==> src/smc_pkg.sv <==
/*
  package for the servo mode and option control block: register offsets,
  field positions, reset values and mode encodings.
  assumes an apb slave with 32-bit data, one aligned word per register.
*/
package smc_pkg;

  // ------------------------------------------------------------------
  // register byte offsets
  // ------------------------------------------------------------------
  localparam logic [7:0] OFF_BUS_VOLT      = 8'h00;
  localparam logic [7:0] OFF_MOTOR_TEMP    = 8'h04;
  localparam logic [7:0] OFF_RUNTIME       = 8'h08;
  localparam logic [7:0] OFF_ID_PRIMARY    = 8'h0C;
  localparam logic [7:0] OFF_ID_SECONDARY  = 8'h10;
  localparam logic [7:0] OFF_OPTION_A      = 8'h14;
  localparam logic [7:0] OFF_OPTION_B      = 8'h18;
  localparam logic [7:0] OFF_MODE_SEL      = 8'h1C;
  localparam logic [7:0] OFF_MODE_STATUS   = 8'h20;
  localparam logic [7:0] OFF_RATED_VOLT    = 8'h24;
  localparam logic [7:0] OFF_FF_MODE       = 8'h28;

  // ------------------------------------------------------------------
  // reset values
  // ------------------------------------------------------------------
  localparam logic [15:0] RST_OPTION_A     = 16'h00DC;
  localparam logic [15:0] RST_OPTION_B     = 16'h0002;
  localparam logic [2:0]  RST_MODE_SEL     = 3'h0;
  localparam logic [15:0] RST_RATED_VOLT   = 16'h00DC;
  localparam logic [1:0]  RST_FF_MODE      = 2'h0;
  localparam logic [15:0] ID_PRIMARY_VAL   = 16'h1234; // arbitrary value
  localparam logic [15:0] ID_SECONDARY_VAL = 16'h5678; // arbitrary value

  // ------------------------------------------------------------------
  // option word a fields
  // ------------------------------------------------------------------
  localparam int OPA_AI_CORR      = 0;
  localparam int OPA_DO_PROT_OFF  = 1;
  localparam int OPA_HOME_NO_OFFS = 9;
  localparam int OPA_UV_RELAY     = 11;

  // ------------------------------------------------------------------
  // option word b fields
  // ------------------------------------------------------------------
  localparam int OPB_FF_LEGACY    = 0;
  localparam int OPB_FF_DISABLE   = 1;
  localparam int OPB_PHASE_FIND   = 2;
  localparam int OPB_TUNE_VF_ONLY = 3;
  localparam int OPB_RES_FREQ     = 4;
  localparam int OPB_RES_AMCHK    = 5;
  localparam int OPB_RES_AUTOCLR  = 6;
  localparam int OPB_PULSE_HS     = 7;

  // ------------------------------------------------------------------
  // undervoltage threshold factors 0.65 * 1.1414, in 1/65536 units
  // ------------------------------------------------------------------
  localparam logic [17:0] UV_FACTOR_NUM = 18'd65;
  localparam logic [17:0] UV_FACTOR_MUL = 18'd11414;
  localparam int          UV_FACTOR_DEN = 1000000;
  localparam logic [17:0] UV_FRAC_Q16   =
    18'((longint'(65536) * UV_FACTOR_NUM * UV_FACTOR_MUL + UV_FACTOR_DEN - 1) / UV_FACTOR_DEN);

  // ------------------------------------------------------------------
  // modes
  // ------------------------------------------------------------------
  typedef enum logic [1:0] {
    SMC_POSITION  = 2'h0,
    SMC_SPEED     = 2'h1,
    SMC_TORQUE    = 2'h2,
    SMC_DEDICATED = 2'h3
  } smc_mode_t;

  localparam logic [2:0] SEL_POSITION   = 3'h0;
  localparam logic [2:0] SEL_SPEED      = 3'h1;
  localparam logic [2:0] SEL_TORQUE     = 3'h2;
  localparam logic [2:0] SEL_POS_TRQ    = 3'h3;
  localparam logic [2:0] SEL_POS_SPD    = 3'h4;
  localparam logic [2:0] SEL_SPD_TRQ    = 3'h5;
  localparam logic [2:0] SEL_THREE_WAY  = 3'h6;
  localparam logic [2:0] SEL_DEDICATED  = 3'h7;

endpackage : smc_pkg

==> src/smc_mode_ctrl.sv <==
/*
  servo mode selection and option word control with an apb register file.
  assumes mode select pins, samples and resolver fault lines come from outside
  pclk domain; motor loops consume the decoded outputs.
*/
// Decided for this implementation: the placing of the registers and the APB interface to the registers.
`timescale 1ns/10ps
module smc_mode_ctrl
  import smc_pkg::*;
#(
  parameter int          CLK_HZ       = 50000000,
  parameter int          MS_CYCLES    = CLK_HZ / 1000,
  parameter logic [15:0] ID_PRIMARY   = ID_PRIMARY_VAL,
  parameter logic [15:0] ID_SECONDARY = ID_SECONDARY_VAL
) (
  input  wire logic        pclk,
  input  wire logic        presetn,
  input  wire logic        psel,
  input  wire logic        penable,
  input  wire logic        pwrite,
  input  wire logic [7:0]  paddr,
  input  wire logic [31:0] pwdata,
  output logic             pready,
  output logic [31:0]      prdata,
  output logic             pslverr,
  input  wire logic        mode_select_input_a,
  input  wire logic        mode_select_input_b,
  input  wire logic [15:0] bus_voltage_in,
  input  wire logic [15:0] motor_temp_in,
  input  wire logic        resolver_fault_in,
  input  wire logic        resolver_fault_clear_in,
  output smc_pkg::smc_mode_t active_mode,
  output logic             analog_input_autocorr_en,
  output logic             do_protection_disable,
  output logic             homing_no_offset,
  output logic             relay_open,
  output logic             undervoltage,
  output logic             ff_from_velocity,
  output logic             torque_ff_enable,
  output logic             phase_find_start,
  output logic             tuning_vf_only,
  output logic             resolver_freq_select,
  output logic             resolver_amplitude_check,
  output logic             resolver_fault,
  output logic             pulse_from_high_speed
);

  import smc_pkg::*;

  // ------------------------------------------------------------------
  // input synchronisers
  // ------------------------------------------------------------------
  logic [3:0]  pins_sync;
  logic        sel_a;
  logic        sel_b;
  logic        res_fault_s;
  logic        res_clr_s;
  logic [15:0] volt_s1;
  logic [15:0] volt_s2;
  logic [15:0] temp_s1;
  logic [15:0] temp_s2;

  smc_sync #(.WIDTH(4)) u_sync (
    .pclk     (pclk),
    .presetn  (presetn),
    .async_in ({resolver_fault_clear_in, resolver_fault_in,
                mode_select_input_b, mode_select_input_a}),
    .sync_out (pins_sync)
  );

  assign sel_a       = pins_sync[0];
  assign sel_b       = pins_sync[1];
  assign res_fault_s = pins_sync[2];
  assign res_clr_s   = pins_sync[3];

  always_ff @(posedge pclk or negedge presetn) begin
    if (!presetn) begin
      volt_s1 <= 16'h0000;
      volt_s2 <= 16'h0000;
      temp_s1 <= 16'h0000;
      temp_s2 <= 16'h0000;
    end else begin
      volt_s1 <= bus_voltage_in;
      volt_s2 <= volt_s1;
      temp_s1 <= motor_temp_in;
      temp_s2 <= temp_s1;
    end
  end

  // ------------------------------------------------------------------
  // apb decode
  // ------------------------------------------------------------------
  logic [15:0] option_word_a;
  logic [15:0] option_word_b;
  logic [2:0]  control_mode_selector;
  logic [15:0] rated_voltage;
  logic [1:0]  feedforward_mode_param;
  logic [31:0] runtime_ms;
  logic [31:0] ms_count;
  logic        wr_en;
  logic        rd_en;
  logic        addr_ok;
  logic [31:0] next_prdata;

  assign wr_en = psel && penable && pwrite;
  assign rd_en = psel && penable && !pwrite;

  always_comb begin
    addr_ok     = 1'b1;
    next_prdata = 32'h0000_0000;
    unique case (paddr)
      OFF_BUS_VOLT:     next_prdata = {16'h0000, volt_s2};
      OFF_MOTOR_TEMP:   next_prdata = {16'h0000, temp_s2};
      OFF_RUNTIME:      next_prdata = runtime_ms;
      OFF_ID_PRIMARY:   next_prdata = {16'h0000, ID_PRIMARY};
      OFF_ID_SECONDARY: next_prdata = {16'h0000, ID_SECONDARY};
      OFF_OPTION_A:     next_prdata = {16'h0000, option_word_a};
      OFF_OPTION_B:     next_prdata = {16'h0000, option_word_b};
      OFF_MODE_SEL:     next_prdata = {29'h0, control_mode_selector};
      OFF_MODE_STATUS:  next_prdata = {30'h0, active_mode};
      OFF_RATED_VOLT:   next_prdata = {16'h0000, rated_voltage};
      OFF_FF_MODE:      next_prdata = {30'h0, feedforward_mode_param};
      default:          addr_ok     = 1'b0;
    endcase
  end

  // zero wait state: pready registered high for the one access cycle after each setup phase
  always_ff @(posedge pclk or negedge presetn) begin
    if (!presetn) begin
      pready  <= 1'b0;
      prdata  <= 32'h0000_0000;
      pslverr <= 1'b0;
    end else begin
      pready  <= psel && !penable;
      pslverr <= psel && !penable && !addr_ok;
      if (psel && !penable && !pwrite) begin
        prdata <= next_prdata;
      end
    end
  end

  // ------------------------------------------------------------------
  // writable registers
  // ------------------------------------------------------------------
  logic wr_take;
  assign wr_take = wr_en && pready;

  always_ff @(posedge pclk or negedge presetn) begin
    if (!presetn) begin
      option_word_a          <= RST_OPTION_A;
      option_word_b          <= RST_OPTION_B;
      control_mode_selector  <= RST_MODE_SEL;
      rated_voltage          <= RST_RATED_VOLT;
      feedforward_mode_param <= RST_FF_MODE;
    end else if (wr_take) begin
      unique case (paddr)
        OFF_OPTION_A:   option_word_a          <= pwdata[15:0];
        OFF_OPTION_B:   option_word_b          <= pwdata[15:0];
        OFF_MODE_SEL:   control_mode_selector  <= pwdata[2:0];
        OFF_RATED_VOLT: rated_voltage          <= pwdata[15:0];
        OFF_FF_MODE:    feedforward_mode_param <= pwdata[1:0];
        default:        ;
      endcase
    end
  end

  // ------------------------------------------------------------------
  // run time counter in milliseconds
  // ------------------------------------------------------------------
  always_ff @(posedge pclk or negedge presetn) begin
    if (!presetn) begin
      ms_count   <= 32'h0000_0000;
      runtime_ms <= 32'h0000_0000;
    end else if (ms_count == 32'(MS_CYCLES - 1)) begin
      ms_count   <= 32'h0000_0000;
      runtime_ms <= runtime_ms + 32'h0000_0001;
    end else begin
      ms_count <= ms_count + 32'h0000_0001;
    end
  end

  // ------------------------------------------------------------------
  // mode decode
  // ------------------------------------------------------------------
  smc_mode_t next_mode;

  always_comb begin
    next_mode = SMC_POSITION;
    unique case (control_mode_selector)
      SEL_POSITION:  next_mode = SMC_POSITION;
      SEL_SPEED:     next_mode = SMC_SPEED;
      SEL_TORQUE:    next_mode = SMC_TORQUE;
      SEL_POS_TRQ:   next_mode = sel_a ? SMC_TORQUE : SMC_POSITION;
      SEL_POS_SPD:   next_mode = sel_a ? SMC_SPEED : SMC_POSITION;
      SEL_SPD_TRQ:   next_mode = sel_a ? SMC_TORQUE : SMC_SPEED;
      SEL_THREE_WAY: next_mode = sel_b ? SMC_POSITION : (sel_a ? SMC_TORQUE : SMC_SPEED);
      SEL_DEDICATED: next_mode = SMC_DEDICATED;
    endcase
  end

  always_ff @(posedge pclk or negedge presetn) begin
    if (!presetn) begin
      active_mode <= SMC_POSITION;
    end else begin
      active_mode <= next_mode;
    end
  end

  // ------------------------------------------------------------------
  // undervoltage and relay
  // ------------------------------------------------------------------
  logic [33:0] uv_thresh;
  logic        below_uv;

  assign uv_thresh = 34'(rated_voltage) * 34'(UV_FRAC_Q16);
  assign below_uv  = ({2'b00, volt_s2, 16'h0000} < uv_thresh);

  always_ff @(posedge pclk or negedge presetn) begin
    if (!presetn) begin
      undervoltage <= 1'b0;
      relay_open   <= 1'b0;
    end else begin
      undervoltage <= below_uv;
      if (option_word_a[OPA_UV_RELAY] && below_uv) begin
        relay_open <= 1'b1;
      end else if (!below_uv) begin
        relay_open <= 1'b0;
      end
    end
  end

  // ------------------------------------------------------------------
  // option outputs
  // ------------------------------------------------------------------
  logic power_on_seen;

  always_ff @(posedge pclk or negedge presetn) begin
    if (!presetn) begin
      analog_input_autocorr_en <= 1'b0;
      do_protection_disable    <= 1'b0;
      homing_no_offset         <= 1'b0;
      ff_from_velocity         <= 1'b0;
      torque_ff_enable         <= 1'b0;
      tuning_vf_only           <= 1'b0;
      resolver_freq_select     <= 1'b0;
      resolver_amplitude_check <= 1'b0;
      pulse_from_high_speed    <= 1'b0;
    end else begin
      analog_input_autocorr_en <= option_word_a[OPA_AI_CORR];
      do_protection_disable    <= option_word_a[OPA_DO_PROT_OFF];
      homing_no_offset         <= option_word_a[OPA_HOME_NO_OFFS];
      ff_from_velocity         <= option_word_b[OPB_FF_LEGACY];
      torque_ff_enable         <= (feedforward_mode_param <= 2'h1) && !option_word_b[OPB_FF_DISABLE];
      tuning_vf_only           <= option_word_b[OPB_TUNE_VF_ONLY];
      resolver_freq_select     <= option_word_b[OPB_RES_FREQ];
      resolver_amplitude_check <= option_word_b[OPB_RES_AMCHK];
      pulse_from_high_speed    <= option_word_b[OPB_PULSE_HS];
    end
  end

  // one pulse on the start-up load of option word b after reset
  always_ff @(posedge pclk or negedge presetn) begin
    if (!presetn) begin
      power_on_seen    <= 1'b0;
      phase_find_start <= 1'b0;
    end else begin
      if (wr_take && (paddr == OFF_OPTION_B)) begin
        power_on_seen <= 1'b1;
      end
      phase_find_start <= !power_on_seen && wr_take && (paddr == OFF_OPTION_B)
                          && pwdata[OPB_PHASE_FIND];
    end
  end

  // sticky fault, set wins over clear
  always_ff @(posedge pclk or negedge presetn) begin
    if (!presetn) begin
      resolver_fault <= 1'b0;
    end else if (res_fault_s) begin
      resolver_fault <= 1'b1;
    end else if (option_word_b[OPB_RES_AUTOCLR] || res_clr_s) begin
      resolver_fault <= 1'b0;
    end
  end

  // ------------------------------------------------------------------
  // assertions
  // ------------------------------------------------------------------
  a_mode_three_way: assert property (@(posedge pclk) disable iff (!presetn)
    control_mode_selector == SEL_THREE_WAY && sel_b |=> active_mode == SMC_POSITION)
    else $error("selector 6 with input b did not give position");
  a_mode_pos_spd: assert property (@(posedge pclk) disable iff (!presetn)
    control_mode_selector == SEL_POS_SPD |=> active_mode == ($past(sel_a) ? SMC_SPEED : SMC_POSITION))
    else $error("selector 4 mode wrong");
  a_mode_fixed: assert property (@(posedge pclk) disable iff (!presetn)
    control_mode_selector == SEL_TORQUE [*2] |-> active_mode == SMC_TORQUE)
    else $error("selector 2 did not give torque");
  a_relay_hold: assert property (@(posedge pclk) disable iff (!presetn)
    !option_word_a[OPA_UV_RELAY] && !relay_open |=> !relay_open)
    else $error("relay opened with release disabled");
  a_ff_gate: assert property (@(posedge pclk) disable iff (!presetn)
    option_word_b[OPB_FF_DISABLE] |=> !torque_ff_enable)
    else $error("feedforward enabled while disabled");
  a_pulse_src: assert property (@(posedge pclk) disable iff (!presetn)
    $changed(option_word_b[OPB_PULSE_HS]) |=> pulse_from_high_speed == $past(option_word_b[OPB_PULSE_HS]))
    else $error("pulse source lagged");
  a_ro_write: assert property (@(posedge pclk) disable iff (!presetn)
    wr_take && paddr == OFF_RUNTIME |=> $stable(option_word_a) && $stable(option_word_b))
    else $error("read only write disturbed options");
  a_res_autoclr: assert property (@(posedge pclk) disable iff (!presetn)
    option_word_b[OPB_RES_AUTOCLR] && !res_fault_s |=> !resolver_fault)
    else $error("resolver fault not cleared");
  a_ai_corr: assert property (@(posedge pclk) disable iff (!presetn)
    ##1 analog_input_autocorr_en == $past(option_word_a[OPA_AI_CORR]))
    else $error("auto correction enable wrong");
  a_phase_pulse: assert property (@(posedge pclk) disable iff (!presetn)
    phase_find_start |=> !phase_find_start)
    else $error("phase finding start longer than one cycle");
  c_three_way: cover property (@(posedge pclk) disable iff (!presetn)
    control_mode_selector == SEL_THREE_WAY ##1 active_mode == SMC_TORQUE);
  c_relay_open: cover property (@(posedge pclk) disable iff (!presetn) $rose(relay_open));
  c_option_write: cover property (@(posedge pclk) disable iff (!presetn)
    wr_take && paddr == OFF_OPTION_B);

endmodule : smc_mode_ctrl

==> src/smc_sync.sv <==
/*
  two flip-flop synchroniser, one per bit.
  assumes inputs asynchronous to pclk.
*/
`timescale 1ns/10ps
module smc_sync #(
  parameter int WIDTH = 2
) (
  input  wire logic             pclk,
  input  wire logic             presetn,
  input  wire logic [WIDTH-1:0] async_in,
  output logic      [WIDTH-1:0] sync_out
);

  logic [WIDTH-1:0] stage1;

  // ------------------------------------------------------------------
  // two stages per bit
  // ------------------------------------------------------------------
  genvar i;
  generate
    for (i = 0; i < WIDTH; i++) begin : g_bit
      always_ff @(posedge pclk or negedge presetn) begin
        if (!presetn) begin
          stage1[i]   <= 1'b0;
          sync_out[i] <= 1'b0;
        end else begin
          stage1[i]   <= async_in[i];
          sync_out[i] <= stage1[i];
        end
      end
    end
  endgenerate

endmodule : smc_sync
==> config.mk <==
export PLATFORM = sky130hd
export DESIGN_NAME = smc_mode_ctrl
export DESIGN_NICKNAME = d
export VERILOG_FILES = /design/src/smc_pkg.sv /design/src/smc_mode_ctrl.sv /design/src/smc_sync.sv
export SDC_FILE = /design/constraint.sdc
export NUM_CORES = 1
export LEC_CHECK = 0
export BUFFER_PORTS_ARGS = -buffer_cell sky130_fd_sc_hd__buf_2
export CORE_MARGIN = 2
export CORE_UTILIZATION = 40
export CTS_CLUSTER_DIAMETER = 30
export DETAILED_ROUTE_END_ITERATION = 12
export GPL_TIMING_DRIVEN = 0
export PLACE_DENSITY_LB_ADDON = 0.08
export SLEW_MARGIN = 5
export SYNTH_ARGS = -nofsm -noshare
export SYNTH_HDL_FRONTEND = slang
export SYNTH_SLANG_ARGS = --single-unit
==> constraint.sdc <==
create_clock -name pclk -period 9.5 [get_ports pclk]
set_clock_uncertainty 0.2 [all_clocks]
set_input_delay 0.475 -clock pclk [delete_from_list [all_inputs] [get_ports pclk]]
set_output_delay 0.475 -clock pclk [all_outputs]
set_load 0.05 [all_outputs]
==> results.toml <==
[cells_and_area]
area.growth.synth_to_final_pct = 24.24
register_area_um2 = 5995
count_of_antenna_diodes_in_the_layout = 0
multiInputGateArea_um2 = 8277
postLayoutCoreUtil = 0.5021
finish.instance_area_um2 = 18820
nets = 1914
num-fill-cells = 3435
largest_registers = "ms_count: 32 flops, prdata: 32 flops, runtime_ms: 32 flops"
post_route_cells_drive_above_1_share = 0.1802
layout.cells.most_common_list = "dfrtp_1 (228), inv_1 (193), ha_1 (132)"
fin_cells = 2137
layout_commonest_cell = "dfrtp_1"

[power_and_ir_drop]
report.power.total_mw = 3.218
ir_drop_mv = 0.1728
p_int_mw = 2.477
leakage_nw = 9.566
power_per_cell_area_nw_per_um2 = 171.0
seq_power_share = 0.333
clock_power_share = 0.610
total_switching_power_mw = 0.7405
swShare = 0.2301
combPwrFrac = 0.058

[timing]
fmax_mhz = 118.1
worst_setup_margin_ps = 1035
final_worst_path_cycle_share = 0.8910
timing.final.setup_violations = 0
timing.max_slew.rel_slack = 0.2819
hold_slack_ps = 35.79
finalHoldViolations = 0
worst_slew_pin_slew_ps = 1064
final.min_clock_period_ps = 8465
timing.setup.tns_ps = 0
slew_viol_final = 0
grt_setup_unrepaired = "no"

[drt]
drc = 0
ant_nets = 0
dr_vias = 10734
detail_route.iter0.violations = 660
first_pass_iters = 8
wire_per_inst_um = 18.59
vias_per_cell = 5.023
totalWireLength_um = 39730

[synthesis]
post_synth_inst_count = 1365
syn-num-nets = 1697
synth-edff-count = 0
synth_top_cell_by_area = "dfrtp_1"
synth.cell_area_um2 = 15150
asyncSetResetFlopFracSynth = 1.000
dominantRegCellSynth = "dfrtp_1"
synth_top_cells_by_area = "dfrtp_1 (38%), fa_1 (16%), ha_1 (11%)"
sequential_cell_area_fraction_in_the_yosys_report = 0.3957
yosys.area.top_type_share = 0.3766
netlist-cell-type-count = 66
yosysWarnings = 0
ys_seq_elements = 239
postSynthAreaPerCell_um2 = 11.10

[clock_network]
cts_buffers = 55
cts_buffer_depth = 3
clk_pin_slew_ps = 50
clock_latency_reported_for_the_late_side_of_the_worst_skew_pair_ps = 560
clock_tree.htree_level_count = 2
cts_root_buffer = "clkbuf_16"
cts_num_sinks = 239
cts_tree = "yes"
post_cts.repair.setup_buffers = 0

[floorplan]
chipHeight_um = 198.6
initial_core_utilization = 0.4041
floorplan.die_area_um2 = 39450
placementRows = 71
die_x_um = 198.6
ios = 130
floorplan.core_area_um2 = 37490

[global_route]
globalRoute.totalOverflow = 0
grt_antenna_before_repair = 0
global_route.usage.total = 0.2106
first_global_vias = 11087
first_pass_grt_wire_length_um = 62960
largest_net_degree_at_the_start_of_global_routing = 92

[critical_path]
cp_max_fo = 8
cp.arrival_ps = 8710
required_time_of_the_critical_path_ps = 9750
slowest_delay_ps = 660
most_numerous_cell_on_the_critical_path = "fa_1"
nature_of_the_critical_path_endpoint = "flop"
critPathKind = "reg2reg"
slowest_stage_cell_crit_path = "dfstp_2"
timing.critical_path.from_type = "flop"

[placed_design]
numPortBuffers = 113
dp_slack_ps = 1016
dp.final_hpwl_um = 31240
placed_instance_area_um2 = 16420
finalWeightedCongestion = 0.8277
placedCellCount = 1991

[outcome]
outcome = "finished, final reports clean"

[flow_run]
max_cap_violations = 0

[hold_path]
hp_class = "in2reg"
## area by class of cell
type                       count  share of cell area
multi-input combinational    894              0.4397
sequential                   239              0.3185
clock buffer                  70             0.08037
timing repair buffer         160             0.05744
inverter                     193             0.03849
tap                          511             0.03397
clock inverter                31             0.02333
buffer                        39            0.008177
## critical path, delay by kind of cell, from the launching register on
kind            cells  cell delay [ps]
compound gates      8             2190
xor+xnor            1              170
flops               1              660
fa+ha+maj           8             3860
simple gates        5              980
buf+inv             4              290
## per-layer routing
layer	GRT usage	share of wire
met5	0	0
met4	0.04588	0.013
met3	0.04798	0.059
met2	0.3126	0.44
met1	0.3136	0.49
## final timing paths
path                                                endpoint  slack (ps)                         start  depth (start not counted)
min in group asynchronous               volt_s1[0]$_DFF_PN0_         260                       presetn                          2
worst min-delay path            option_word_b[7]$_DFFE_PN0P_          40                     pwdata[7]                          2
worst max register to register        relay_open$_DFFE_PN0P_        1040  rated_voltage[4]$_DFFE_PN1P_                         26
worst min register to register          volt_s2[0]$_DFF_PN0_         140          volt_s1[0]$_DFF_PN0_                          0
max in group asynchronous              volt_s2[12]$_DFF_PN0_        7960                       presetn                          3
worst max-delay path                  relay_open$_DFFE_PN0P_        1040  rated_voltage[4]$_DFFE_PN1P_                         26
## cell usage after synthesis (10+ instances only)
cell / instances
a21o_1: 19
a21oi_1: 35
a222oi_1: 17
a22oi_1: 10
a31oi_1: 18
and3_1: 18
clkbuf_1: 34
dfrtp_1: 228
dfstp_2: 11
fa_1: 119
ha_1: 132
inv_1: 193
mux2_2: 51
nand2_1: 96
nand3_1: 45
nand4_1: 22
nor2_1: 63
nor3_1: 19
o21ai_0: 31
xnor2_1: 54
xor2_1: 32
## power groups by stage
stage	sequential [mW]	clock, mW	combinational [mW]
2_1_floorplan	1.11	0	0.0610
3_3_place_gp	1.09	0	0.169
5_1_grt	1.07	2.06	0.206
4_1_cts	1.07	2.00	0.189
3_5_place_dp	1.09	0	0.173
6_report	1.07	1.96	0.186
## cells by family (layout without fill, tap and decap cells)
kind of cell | Yosys count | count (layout) | synth area share
AOI/OAI and AO/OA | 182 | 182 | 0.08251
xor gates and xnor gates | 86 | 86 | 0.04972
adders and majority gates | 251 | 251 | 0.2663
buffers and inverters | 232 | 493 | 0.05798
DFF | 239 | 239 | 0.3957
muxes | 57 | 57 | 0.04196
and+or+nand+nor | 318 | 318 | 0.1059
## what timing repair did
action | CTS | global route
hold buffers | 45 | 0
hold endpoints to repair | 113 | 0
gates resized for setup | 0 | 0
(Power assumes the default switching activity.)
